$ cat src/dvsr_pkg.sv
// ==========================================================
// Register map and field layout
// ==========================================================
package dvsr_pkg;
    localparam logic [7:0] ADDR_SETPOINT_ZERO = 8'h00;
    localparam logic [7:0] ADDR_SETPOINT_ONE = 8'h01;
    localparam logic [7:0] ADDR_SETPOINT_TWO = 8'h02;
    localparam logic [7:0] ADDR_SETPOINT_THREE = 8'h03;
    localparam logic [7:0] ADDR_PIN_PULLDOWN_CONTROL = 8'h04;
    localparam logic [7:0] ADDR_THERMAL_STATUS_CONTROL = 8'h05;
    localparam logic [7:0] ADDR_SLEW_CONTROL = 8'h06;
    localparam logic [7:0] ADDR_RESERVED_SLOT = 8'h07;
    localparam logic [7:0] ADDR_IDENTIFICATION_LOW = 8'h08;
    localparam logic [7:0] ADDR_IDENTIFICATION_HIGH = 8'h09;

    // Setpoint reset values, wide-code variant then narrow-code variant
    localparam logic [7:0] RST_SETPOINT_ZERO_7B = 8'h2e;
    localparam logic [7:0] RST_SETPOINT_ONE_7B = 8'h5a;
    localparam logic [7:0] RST_SETPOINT_TWO_7B = 8'h42;
    localparam logic [7:0] RST_SETPOINT_THREE_7B = 8'h42;
    localparam logic [7:0] RST_SETPOINT_ZERO_6B = 8'h3f;
    localparam logic [7:0] RST_SETPOINT_ONE_6B = 8'h17;
    localparam logic [7:0] RST_SETPOINT_TWO_6B = 8'h3f;
    localparam logic [7:0] RST_SETPOINT_THREE_6B = 8'h21;
    localparam logic [7:0] RST_PIN_PULLDOWN_CONTROL = 8'he0;
    localparam logic [7:0] RST_THERMAL_STATUS_CONTROL = 8'h00;
    localparam logic [7:0] RST_SLEW_CONTROL = 8'h00;

    // Field positions and writable masks
    localparam int MODE_BIT = 7;
    localparam int ENABLE_PIN_PULLDOWN_BIT = 7;
    localparam int SELECT_LOW_PULLDOWN_BIT = 6;
    localparam int SELECT_HIGH_PULLDOWN_BIT = 5;
    localparam int THERMAL_SHUTDOWN_DISABLE_BIT = 2;
    localparam int THERMAL_EARLY_WARNING_BIT = 1;
    localparam int THERMAL_SHUTDOWN_FLAG_BIT = 0;
    localparam int SLEW_CODE_MSB = 7;
    localparam int SLEW_CODE_LSB = 5;
    localparam int OUTPUT_DISCHARGE_ENABLE_BIT = 2;
    localparam int FORCED_RAMP_DOWN_BIT = 1;
    localparam logic [7:0] SETPOINT_MASK_7B = 8'hff;
    localparam logic [7:0] SETPOINT_MASK_6B = 8'hbf;
    localparam logic [7:0] PULLDOWN_MASK = 8'he0;
    localparam logic [7:0] SLEW_MASK = 8'he6;

    // Voltage target arithmetic in mV
    localparam logic [10:0] STEP_MV = 11'h00a;
    localparam logic [10:0] BASE_MV_7B = 11'h1f4;
    localparam logic [10:0] BASE_MV_6B = 11'h302;

    // Arbitrary neutral values: serial address and identification
    localparam logic [6:0] SERIAL_ADDR_DEFAULT = 7'h60;
    localparam logic [7:0] IDENT_LOW_DEFAULT = 8'ha5;
    localparam logic [7:0] IDENT_HIGH_DEFAULT = 8'h3c;

    typedef enum logic [3:0] {
        SER_IDLE = 4'b0000,
        SER_ADDR = 4'b0001,
        SER_ACK_ADDR = 4'b0010,
        SER_REG = 4'b0011,
        SER_ACK_REG = 4'b0100,
        SER_WDATA = 4'b0101,
        SER_ACK_WDATA = 4'b0110,
        SER_RDATA = 4'b0111,
        SER_RACK = 4'b1000
    } dvsr_ser_state_t;

    typedef struct packed {
        logic stb;
        logic [7:0] addr;
        logic [7:0] data;
    } dvsr_wr_t;

    typedef struct packed {
        logic forced_pwm;
        logic [6:0] code;
    } dvsr_applied_t;
endpackage : dvsr_pkg

$ cat src/dvsr_i2c_slave.sv
`timescale 1ns/1ps
`default_nettype none
module dvsr_i2c_slave
    import dvsr_pkg::*;
#(
    parameter logic [6:0] DEV_ADDR = SERIAL_ADDR_DEFAULT
)
(
    input wire logic i_sys_clk,
    input wire logic i_reset_n,
    input wire logic i_scl,
    input wire logic i_sda,
    input wire logic [7:0] i_rd_data,
    output logic o_sda_out,
    output logic o_sda_oe_n,
    output logic [7:0] o_ptr,
    output dvsr_wr_t o_wr
);
    // ==========================================================
    // Pin synchronisers and line events
    // ==========================================================
    logic scl_meta, scl_q, scl_d, sda_meta, sda_q, sda_d;
    always_ff @(posedge i_sys_clk)
    begin
        if (!i_reset_n)
        begin
            {scl_meta, scl_q, scl_d} <= 3'h7;
            {sda_meta, sda_q, sda_d} <= 3'h7;
        end
        else
        begin
            {scl_meta, scl_q, scl_d} <= {i_scl, scl_meta, scl_q};
            {sda_meta, sda_q, sda_d} <= {i_sda, sda_meta, sda_q};
        end
    end
    wire logic scl_rise = scl_q & ~scl_d;
    wire logic scl_fall = ~scl_q & scl_d;
    wire logic bus_start = scl_q & scl_d & sda_d & ~sda_q;
    wire logic bus_stop = scl_q & scl_d & ~sda_d & sda_q;

    // ==========================================================
    // Byte engine
    // ==========================================================
    dvsr_ser_state_t state_reg;
    logic [3:0] bit_cnt_reg;
    logic [7:0] shift_reg;
    logic rw_reg, nack_reg;
    wire logic byte_done = (bit_cnt_reg == 4'h8);

    always_ff @(posedge i_sys_clk)
    begin
        if (!i_reset_n)
        begin
            state_reg <= SER_IDLE;
            bit_cnt_reg <= 4'h0;
            shift_reg <= 8'h00;
            rw_reg <= 1'b0;
            nack_reg <= 1'b1;
            o_ptr <= 8'h00;
            o_sda_oe_n <= 1'b1;
            o_sda_out <= 1'b0;
            o_wr <= '0;
        end
        else
        begin
            o_wr.stb <= 1'b0;
            if (bus_start)
            begin
                state_reg <= SER_ADDR;
                bit_cnt_reg <= 4'h0;
                o_sda_oe_n <= 1'b1;
            end
            else if (bus_stop)
            begin
                state_reg <= SER_IDLE;
                o_sda_oe_n <= 1'b1;
            end
            else if (scl_rise)
            begin
                case (state_reg)
                    SER_ADDR, SER_REG, SER_WDATA:
                    begin
                        shift_reg <= {shift_reg[6:0], sda_q};
                        bit_cnt_reg <= bit_cnt_reg + 4'h1;
                    end
                    SER_RDATA: bit_cnt_reg <= bit_cnt_reg + 4'h1;
                    SER_RACK: nack_reg <= sda_q;
                    default: ;
                endcase
            end
            else if (scl_fall)
            begin
                case (state_reg)
                    SER_ADDR:
                        if (byte_done)
                        begin
                            if (shift_reg[7:1] == DEV_ADDR)
                            begin
                                state_reg <= SER_ACK_ADDR;
                                rw_reg <= shift_reg[0];
                                o_sda_oe_n <= 1'b0;
                            end
                            else
                                state_reg <= SER_IDLE;
                        end
                    SER_REG:
                        if (byte_done)
                        begin
                            o_ptr <= shift_reg;
                            state_reg <= SER_ACK_REG;
                            o_sda_oe_n <= 1'b0;
                        end
                    SER_WDATA:
                        if (byte_done)
                        begin
                            o_wr <= '{stb: 1'b1, addr: o_ptr, data: shift_reg};
                            state_reg <= SER_ACK_WDATA;
                            o_sda_oe_n <= 1'b0;
                        end
                    SER_ACK_ADDR:
                    begin
                        bit_cnt_reg <= 4'h0;
                        if (rw_reg)
                        begin
                            state_reg <= SER_RDATA;
                            shift_reg <= i_rd_data;
                            o_sda_oe_n <= i_rd_data[7];
                        end
                        else
                        begin
                            state_reg <= SER_REG;
                            o_sda_oe_n <= 1'b1;
                        end
                    end
                    SER_ACK_REG, SER_ACK_WDATA:
                    begin
                        // Auto-increment lets a burst fill consecutive registers
                        if (state_reg == SER_ACK_WDATA)
                            o_ptr <= o_ptr + 8'h01;
                        state_reg <= SER_WDATA;
                        bit_cnt_reg <= 4'h0;
                        o_sda_oe_n <= 1'b1;
                    end
                    SER_RDATA:
                        if (byte_done)
                        begin
                            state_reg <= SER_RACK;
                            o_ptr <= o_ptr + 8'h01;
                            o_sda_oe_n <= 1'b1;
                        end
                        else
                        begin
                            shift_reg <= {shift_reg[6:0], 1'b0};
                            o_sda_oe_n <= shift_reg[6];
                        end
                    SER_RACK:
                        if (!nack_reg)
                        begin
                            state_reg <= SER_RDATA;
                            bit_cnt_reg <= 4'h0;
                            shift_reg <= i_rd_data;
                            o_sda_oe_n <= i_rd_data[7];
                        end
                        else
                            state_reg <= SER_IDLE;
                    default: ;
                endcase
            end
        end
    end
endmodule : dvsr_i2c_slave
`default_nettype wire

$ cat src/dvsr_setpoint_bank.sv
`timescale 1ns/1ps
`default_nettype none
module dvsr_setpoint_bank
    import dvsr_pkg::*;
#(
    parameter bit WIDE_CODE = 1'b1,
    parameter logic [6:0] DEV_ADDR = SERIAL_ADDR_DEFAULT,
    parameter logic [7:0] IDENT_LOW = IDENT_LOW_DEFAULT,
    parameter logic [7:0] IDENT_HIGH = IDENT_HIGH_DEFAULT
)
(
    input wire logic i_sys_clk,
    input wire logic i_reset_n,
    input wire logic i_scl,
    input wire logic i_sda,
    output logic o_sda_out,
    output logic o_sda_oe_n,
    input wire logic i_select_pin_low_bit,
    input wire logic i_select_pin_high_bit,
    input wire logic i_thermal_trip,
    input wire logic i_thermal_warn,
    output dvsr_applied_t o_applied,
    output logic [10:0] o_target_mv,
    output logic o_enable_pin_pulldown,
    output logic o_select_low_pulldown,
    output logic o_select_high_pulldown,
    output logic o_thermal_shutdown,
    output logic [2:0] o_slew_code,
    output logic o_output_discharge_enable,
    output logic o_forced_ramp_down_light_load
);
    // ==========================================================
    // Serial port
    // ==========================================================
    dvsr_wr_t wr;
    logic [7:0] ptr;
    logic [7:0] rd_data;

    dvsr_i2c_slave #(
        .DEV_ADDR(DEV_ADDR)
    ) u_serial (
        .i_sys_clk(i_sys_clk),
        .i_reset_n(i_reset_n),
        .i_scl(i_scl),
        .i_sda(i_sda),
        .i_rd_data(rd_data),
        .o_sda_out(o_sda_out),
        .o_sda_oe_n(o_sda_oe_n),
        .o_ptr(ptr),
        .o_wr(wr)
    );

    // ==========================================================
    // Pin synchronisers
    // ==========================================================
    logic [1:0] sel_meta, sel_q;
    logic trip_meta, trip_q, warn_meta, warn_q;
    always_ff @(posedge i_sys_clk)
    begin
        if (!i_reset_n)
        begin
            {sel_meta, sel_q} <= 4'h0;
            {trip_meta, trip_q, warn_meta, warn_q} <= 4'h0;
        end
        else
        begin
            sel_meta <= {i_select_pin_high_bit, i_select_pin_low_bit};
            sel_q <= sel_meta;
            {trip_meta, trip_q} <= {i_thermal_trip, trip_meta};
            {warn_meta, warn_q} <= {i_thermal_warn, warn_meta};
        end
    end

    // ==========================================================
    // Register file
    // ==========================================================
    localparam logic [7:0] SETPOINT_MASK = WIDE_CODE ? SETPOINT_MASK_7B : SETPOINT_MASK_6B;
    localparam logic [10:0] BASE_MV = WIDE_CODE ? BASE_MV_7B : BASE_MV_6B;
    localparam logic [7:0] RST_SP0 = WIDE_CODE ? RST_SETPOINT_ZERO_7B : RST_SETPOINT_ZERO_6B;
    localparam logic [7:0] RST_SP1 = WIDE_CODE ? RST_SETPOINT_ONE_7B : RST_SETPOINT_ONE_6B;
    localparam logic [7:0] RST_SP2 = WIDE_CODE ? RST_SETPOINT_TWO_7B : RST_SETPOINT_TWO_6B;
    localparam logic [7:0] RST_SP3 = WIDE_CODE ? RST_SETPOINT_THREE_7B : RST_SETPOINT_THREE_6B;

    logic [7:0] setpoint_reg [4];
    logic [7:0] pulldown_reg;
    logic [7:0] slew_reg;
    logic ts_disable_reg;
    logic ts_flag_reg;

    wire logic wr_pulldown = wr.stb && (wr.addr == ADDR_PIN_PULLDOWN_CONTROL);
    wire logic wr_thermal = wr.stb && (wr.addr == ADDR_THERMAL_STATUS_CONTROL);
    wire logic wr_slew = wr.stb && (wr.addr == ADDR_SLEW_CONTROL);
    // Writing zero to the flag clears it; writing one has no effect
    wire logic ts_clear = wr_thermal && !wr.data[THERMAL_SHUTDOWN_FLAG_BIT];
    wire logic ts_event = trip_q && !ts_disable_reg;
    wire logic ts_flag_next = ts_event || (ts_flag_reg && !ts_clear);

    always_ff @(posedge i_sys_clk)
    begin
        if (!i_reset_n)
        begin
            setpoint_reg[0] <= RST_SP0 & SETPOINT_MASK;
            setpoint_reg[1] <= RST_SP1 & SETPOINT_MASK;
            setpoint_reg[2] <= RST_SP2 & SETPOINT_MASK;
            setpoint_reg[3] <= RST_SP3 & SETPOINT_MASK;
            pulldown_reg <= RST_PIN_PULLDOWN_CONTROL;
            slew_reg <= RST_SLEW_CONTROL;
            ts_disable_reg <= RST_THERMAL_STATUS_CONTROL[THERMAL_SHUTDOWN_DISABLE_BIT];
            ts_flag_reg <= RST_THERMAL_STATUS_CONTROL[THERMAL_SHUTDOWN_FLAG_BIT];
        end
        else
        begin
            for (int i = 0; i < 4; i++)
                if (wr.stb && wr.addr == 8'(i))
                    setpoint_reg[i] <= wr.data & SETPOINT_MASK;
            if (wr_pulldown)
                pulldown_reg <= wr.data & PULLDOWN_MASK;
            if (wr_slew)
                slew_reg <= wr.data & SLEW_MASK;
            if (wr_thermal)
                ts_disable_reg <= wr.data[THERMAL_SHUTDOWN_DISABLE_BIT];
            ts_flag_reg <= ts_flag_next;
        end
    end

    wire logic [7:0] thermal_read = {5'h00, ts_disable_reg, warn_q, ts_flag_reg};
    assign rd_data = (ptr <= ADDR_SETPOINT_THREE) ? setpoint_reg[ptr[1:0]]
                   : (ptr == ADDR_PIN_PULLDOWN_CONTROL) ? pulldown_reg
                   : (ptr == ADDR_THERMAL_STATUS_CONTROL) ? thermal_read
                   : (ptr == ADDR_SLEW_CONTROL) ? slew_reg
                   : (ptr == ADDR_IDENTIFICATION_LOW) ? IDENT_LOW
                   : (ptr == ADDR_IDENTIFICATION_HIGH) ? IDENT_HIGH
                   : 8'h00;

    // ==========================================================
    // Applied setpoint
    // ==========================================================
    // Re-evaluated every cycle, so pin changes and writes need no trigger
    wire logic [7:0] selected = setpoint_reg[sel_q];
    wire logic [6:0] selected_code = selected[6:0];
    wire logic [10:0] target_next = 11'(BASE_MV + {4'h0, selected_code} * STEP_MV);

    always_ff @(posedge i_sys_clk)
    begin
        if (!i_reset_n)
        begin
            o_applied <= '0;
            o_target_mv <= BASE_MV;
            o_enable_pin_pulldown <= RST_PIN_PULLDOWN_CONTROL[ENABLE_PIN_PULLDOWN_BIT];
            o_select_low_pulldown <= RST_PIN_PULLDOWN_CONTROL[SELECT_LOW_PULLDOWN_BIT];
            o_select_high_pulldown <= RST_PIN_PULLDOWN_CONTROL[SELECT_HIGH_PULLDOWN_BIT];
            o_thermal_shutdown <= 1'b0;
            o_slew_code <= 3'h0;
            o_output_discharge_enable <= 1'b0;
            o_forced_ramp_down_light_load <= 1'b0;
        end
        else
        begin
            o_applied <= '{forced_pwm: selected[MODE_BIT], code: selected_code};
            o_target_mv <= target_next;
            o_enable_pin_pulldown <= pulldown_reg[ENABLE_PIN_PULLDOWN_BIT];
            o_select_low_pulldown <= pulldown_reg[SELECT_LOW_PULLDOWN_BIT];
            o_select_high_pulldown <= pulldown_reg[SELECT_HIGH_PULLDOWN_BIT];
            o_thermal_shutdown <= ts_flag_reg;
            o_slew_code <= slew_reg[SLEW_CODE_MSB:SLEW_CODE_LSB];
            o_output_discharge_enable <= slew_reg[OUTPUT_DISCHARGE_ENABLE_BIT];
            o_forced_ramp_down_light_load <= slew_reg[FORCED_RAMP_DOWN_BIT];
        end
    end

    // ==========================================================
    // Checks
    // ==========================================================
    a_apply_set_zero: assert property (@(posedge i_sys_clk) disable iff (!i_reset_n)
        (i_reset_n && sel_q == 2'b00) |=> (o_applied == $past(setpoint_reg[0])))
        else $error("setpoint zero not applied");
    a_apply_set_one: assert property (@(posedge i_sys_clk) disable iff (!i_reset_n)
        (i_reset_n && sel_q == 2'b01) |=> (o_applied == $past(setpoint_reg[1])))
        else $error("setpoint one not applied");
    a_apply_set_two: assert property (@(posedge i_sys_clk) disable iff (!i_reset_n)
        (i_reset_n && sel_q == 2'b10) |=> (o_applied == $past(setpoint_reg[2])))
        else $error("setpoint two not applied");
    a_apply_set_three: assert property (@(posedge i_sys_clk) disable iff (!i_reset_n)
        (i_reset_n && sel_q == 2'b11) |=> (o_applied == $past(setpoint_reg[3])))
        else $error("setpoint three not applied");
    a_mode_bit_follows: assert property (@(posedge i_sys_clk) disable iff (!i_reset_n)
        (wr.stb && wr.addr == {6'h00, sel_q} ##1 (!wr.stb && $stable(sel_q)))
        |=> (o_applied.forced_pwm == $past(wr.data[MODE_BIT], 2)))
        else $error("forced mode bit not applied");
    a_target_formula: assert property (@(posedge i_sys_clk) disable iff (!i_reset_n)
        $past(i_reset_n) |-> (o_target_mv == 11'(BASE_MV + {4'h0, o_applied.code} * STEP_MV)))
        else $error("voltage target does not match code");
    a_reserved_bit_zero: assert property (@(posedge i_sys_clk) disable iff (!i_reset_n)
        !WIDE_CODE |-> (o_applied.code[6] == 1'b0 && setpoint_reg[ptr[1:0]][6] == 1'b0))
        else $error("reserved bit six has effect");
    a_flag_sticky: assert property (@(posedge i_sys_clk) disable iff (!i_reset_n)
        (ts_flag_reg && !ts_clear) |=> ts_flag_reg)
        else $error("shutdown flag lost without clear");
    a_flag_set_wins: assert property (@(posedge i_sys_clk) disable iff (!i_reset_n)
        ts_event |=> ts_flag_reg ##1 o_thermal_shutdown)
        else $error("shutdown event lost");
    a_pulldown_write: assert property (@(posedge i_sys_clk) disable iff (!i_reset_n)
        wr_pulldown |-> ##2 ({o_enable_pin_pulldown, o_select_low_pulldown, o_select_high_pulldown}
        == $past(wr.data[7:5], 2)))
        else $error("pulldown enables not applied");
    a_shutdown_masked: assert property (@(posedge i_sys_clk) disable iff (!i_reset_n)
        (ts_disable_reg && !ts_flag_reg && !wr_thermal) |=> !ts_flag_reg)
        else $error("shutdown flagged while disabled");
    a_write_applies: assert property (@(posedge i_sys_clk) disable iff (!i_reset_n)
        (wr.stb && wr.addr == {6'h00, sel_q} ##1 (!wr.stb && $stable(sel_q)))
        |=> (o_applied.code == $past(wr.data[6:0] & SETPOINT_MASK[6:0], 2)))
        else $error("write to active setpoint not applied");
endmodule : dvsr_setpoint_bank
`default_nettype wire

$ cat config.mk
export PLATFORM = sky130hd
export DESIGN_NAME = dvsr_setpoint_bank
export DESIGN_NICKNAME = d
export VERILOG_FILES = /design/src/dvsr_pkg.sv /design/src/dvsr_i2c_slave.sv /design/src/dvsr_setpoint_bank.sv
export SDC_FILE = /design/constraint.sdc
export NUM_CORES = 1
export LEC_CHECK = 0
export BUFFER_PORTS_ARGS = -buffer_cell sky130_fd_sc_hd__buf_2
export CORE_MARGIN = 1.5
export CORE_UTILIZATION = 55
export DETAILED_ROUTE_END_ITERATION = 10
export GPL_ROUTABILITY_DRIVEN = 0
export GPL_TIMING_DRIVEN = 0
export PLACE_DENSITY_LB_ADDON = 0.1
export SYNTH_ARGS = -nofsm -noshare
export SYNTH_HDL_FRONTEND = slang
export SYNTH_HIERARCHICAL = 1
export SYNTH_SLANG_ARGS = --single-unit
$ cat constraint.sdc
create_clock -name i_sys_clk -period 6.8 [get_ports i_sys_clk]
set_input_delay 1.36 -clock i_sys_clk [delete_from_list [all_inputs] [get_ports i_sys_clk]]
set_output_delay 1.36 -clock i_sys_clk [all_outputs]
set_load 0.02 [all_outputs]
==> impl_metrics.env <==
export IMPL_post_place_cells=822
export IMPL_muxShareOfSynthArea_pct=9.44
export IMPL_fin_cells=854
export IMPL_fp_row_count=38
export IMPL_synth_xor_area_share_pct=1.39
export IMPL_pre_cts_slack_ns=3.31
export IMPL_synthAdderAreaFrac_pct=3.69
export IMPL_die_area_um2=12100
export IMPL_met3_usage_pct=6.47
export IMPL_io_pins=38
export IMPL_syn_area_um2=6310
export IMPL_avgRoutedWirePerCell_um=17.4
export IMPL_postSynth_asyncResetShare_pct=0
export IMPL_synth_fp_nets=673
export IMPL_clockBufferDepth=2
export IMPL_cts_sinks=126
export IMPL_max_vdd_ir_drop_uv=285
export IMPL_cts_clk_slew_worst_paths_ns=0.06
export IMPL_yosys_top_cells_area="dfxtp_1 30%, edfxtp_1 15%, nand2_1 4.9%, and2_1 4.7%, mux2i_1 3.5%"
export IMPL_drc_errors=0
export IMPL_p_leak_nw=2.78
export IMPL_die_w_um=110
export IMPL_synth_simple_area_share_pct=21.3
export IMPL_finalMaxSlewViolations=0
export IMPL_cp_required_ns=7.14
export IMPL_critPathArrivalTime_ns=3.69
export IMPL_crit_top_cell="ha_1"
export IMPL_synth_edf_count=32
export IMPL_cp_start_kind="flip-flop"
export IMPL_synth_top_area_cell="dfxtp_1"
export IMPL_cp_cell_sequence="buf_6 > mux4_1 > ha_1 > ha_1 > inv_1 > fa_1 > nor3b_1 > nor2b_1 > o21ai_0 > a21o_1 > nand2_1 > mux2i_1"
export IMPL_grt_use_total_pct=26.9
export IMPL_coreArea_um2=11000
export IMPL_setup_viol=0
export IMPL_maxSlewHeadroom_pct=18.1
export IMPL_critPathCaptureType="flip-flop"
export IMPL_fin_nets=727
export IMPL_period_share_pct=49.2
export IMPL_first_iter_violations=397
export IMPL_grt_busiest_layer="met2"
export IMPL_synthFlopType="dfxtp_1"
export IMPL_status="finished, final reports clean"
export IMPL_grt_overflow_total=0
export IMPL_vias=5004
export IMPL_cts_hold_buf=0
export IMPL_powerDensity_nw_per_um2=251
export IMPL_hpwl_um=10600
export IMPL_cp_max_fo=8
export IMPL_total_power_mw=1.81
export IMPL_hold_viol_final=0
export IMPL_cts_setup_buffers=0
export IMPL_grt_max_degree=17
export IMPL_grt_pass1_wl_um=24100
export IMPL_crit_slowest_cell="mux4_1"
export IMPL_detail_route_antenna_nets=0
export IMPL_largest_register_ffs=32
export IMPL_firstDrtPassIters=6
export IMPL_rsz0062_at_grt="no"
export IMPL_ys_seq_elements=126
export IMPL_n_antenna_cell=0
export IMPL_synth_top_family_by_area="simple AND/OR/NAND/NOR gates"
export IMPL_initial_core_util_pct=57.2
export IMPL_synth_compound_area_share_pct=14.5
export IMPL_yosys_cell_types_count=76
export IMPL_syn_to_final_growth_pct=14.7
export IMPL_synth_top_area_share_pct=29.8
export IMPL_hold_path_class="flip-flop to flip-flop"
export IMPL_period_needed_ns=3.35
export IMPL_critical_path_buf_inv_count=2
export IMPL_worst_pin_slew_ns=1.22
export IMPL_die_height_um=110
export IMPL_htreeDepth=4
export IMPL_seq_area_frac_synth_pct=45.0
export IMPL_routed_wl_um=14900
export IMPL_grtUsageMet2_pct=40.4
export IMPL_synth_avg_cell_area_um2=9.75
export IMPL_syn_instance_count=647
export IMPL_tritoncts="done"
export IMPL_root_buffer="clkbuf_16"
export IMPL_max_freq_mhz=299
export IMPL_cpPeakStageDelay_ns=0.67
export IMPL_grt_pass1_vias=4720
export IMPL_setup_slack_ns=3.45
export IMPL_antenna_found_initial=0
export IMPL_cts_resized=0
export IMPL_grt_met1_usage_pct=38.3
export IMPL_io_buffers=35
export IMPL_drive_gt1_share_pct=15.4
export IMPL_clock_latency_ns=0.42
export IMPL_fin_skew_ns=0.00761
export IMPL_numCtsBuffers=17
export IMPL_setup_tns_ns=0
export IMPL_ys_warn_count=6
export IMPL_cap_violations=0
export IMPL_worstSetupPathType="flip-flop to flip-flop"
export IMPL_crit_family="adder cells"
export IMPL_nFillCells=904
export IMPL_viasPerCell=5.86
-- per-layer routing --
| layer | vias up | wire [um] |
|---|---|---|
| li1 | 2414 | - |
| met1 | 2381 | 7040 |
| met2 | 187 | 6600 |
| met3 | 22 | 1030 |
| met4 | 0 | 216 |
| met5 | - | 0 |
-- cells in the mapped netlist, types with 4 or more instances --
cell and instances:
a32o_1 5, xor2_1 4, ha_1 17, a31oi_1 4
nand3_1 14, a21oi_1 43, inv_1 17, mux4_1 7
nor2b_1 16, o21ai_0 22, nand2b_1 21, nand2_1 83
mux2i_1 22, or2_2 4, nand4_1 4, nor3_1 6
and2_1 47, dfxtp_1 94, buf_2 8, or3_1 10
clkbuf_1 28, buf_6 4, mux4_2 8, o31ai_1 4
a31o_2 4, a211oi_1 12, xnor2_1 6, nor2_1 30
edfxtp_1 32
-- cell families (layout without fill, tap and decap cells) --
group / after synthesis / after routing
buffers and inverters: 63 / 130
XOR/XNOR: 10 / 10
adder cells (fa/ha/maj): 18 / 18
multiplexers: 38 / 38
AND/OR/NAND/NOR: 257 / 257
other: 2 / 2
AO/OA/AOI/OAI: 133 / 133
flip-flops: 126 / 126
-- path summary, 6_finish.rpt --
path | from | to | slack (ns) | cells past startpoint
max | flip-flop | o_target_mv[10] | 3.45 | 12
min reg2reg | u_serial/sda_meta | u_serial/sda_q | 0.41 | 1
max reg2reg | flip-flop | o_target_mv[10] | 3.45 | 12
min | u_serial/sda_meta | u_serial/sda_q | 0.41 | 1
-- per-stage QoR --
stage / area, um2 / hold WS (ns) / util (%)
after floorplan: 6310 / 0.386 / -
after global placement: 6660 / 0.398 / 60.4
after detailed placement: 6670 / 0.402 / 60.4
after CTS: 7240 / 0.413 / 65.6
after global routing: 7240 / 0.436 / 65.6
final: 7240 / 0.411 / 65.6
-- layout by cell type (no fill, tap or decap), types with 10 or more instances in the layout --
cell	instances
dfxtp_1	94
o21ai_0	20
or3_1	10
and2_1	47
ha_1	17
nand3_1	14
inv_1	17
nand2b_1	21
nor2b_1	16
nand2_1	83
clkbuf_16	17
a21oi_1	43
clkbuf_1	29
a211oi_1	12
nor2_1	30
edfxtp_1	32
buf_2	43
mux2i_1	22
-- layout make-up --
cell class	instances	area, um2	share of cell area (%)
plain buffers	46	225	3.11
clock buffers	18	429	5.93
clock inverters	14	143	1.97
inverters	17	63.8	0.882
multi-input cells	458	3180	44.0
flip-flops and latches	126	2840	39.3
well taps	140	175	2.42
repair buffers	35	175	2.42
-- power breakdown --
part | internal (mW) | switching, mW | total [mW]
logic | 0.0562 | 0.0889 | 0.145
registers | 0.787 | 0.00656 | 0.794
clock network | 0.538 | 0.337 | 0.875
total | 1.38 | 0.433 | 1.81
Power figures use the tool's default switching activity.
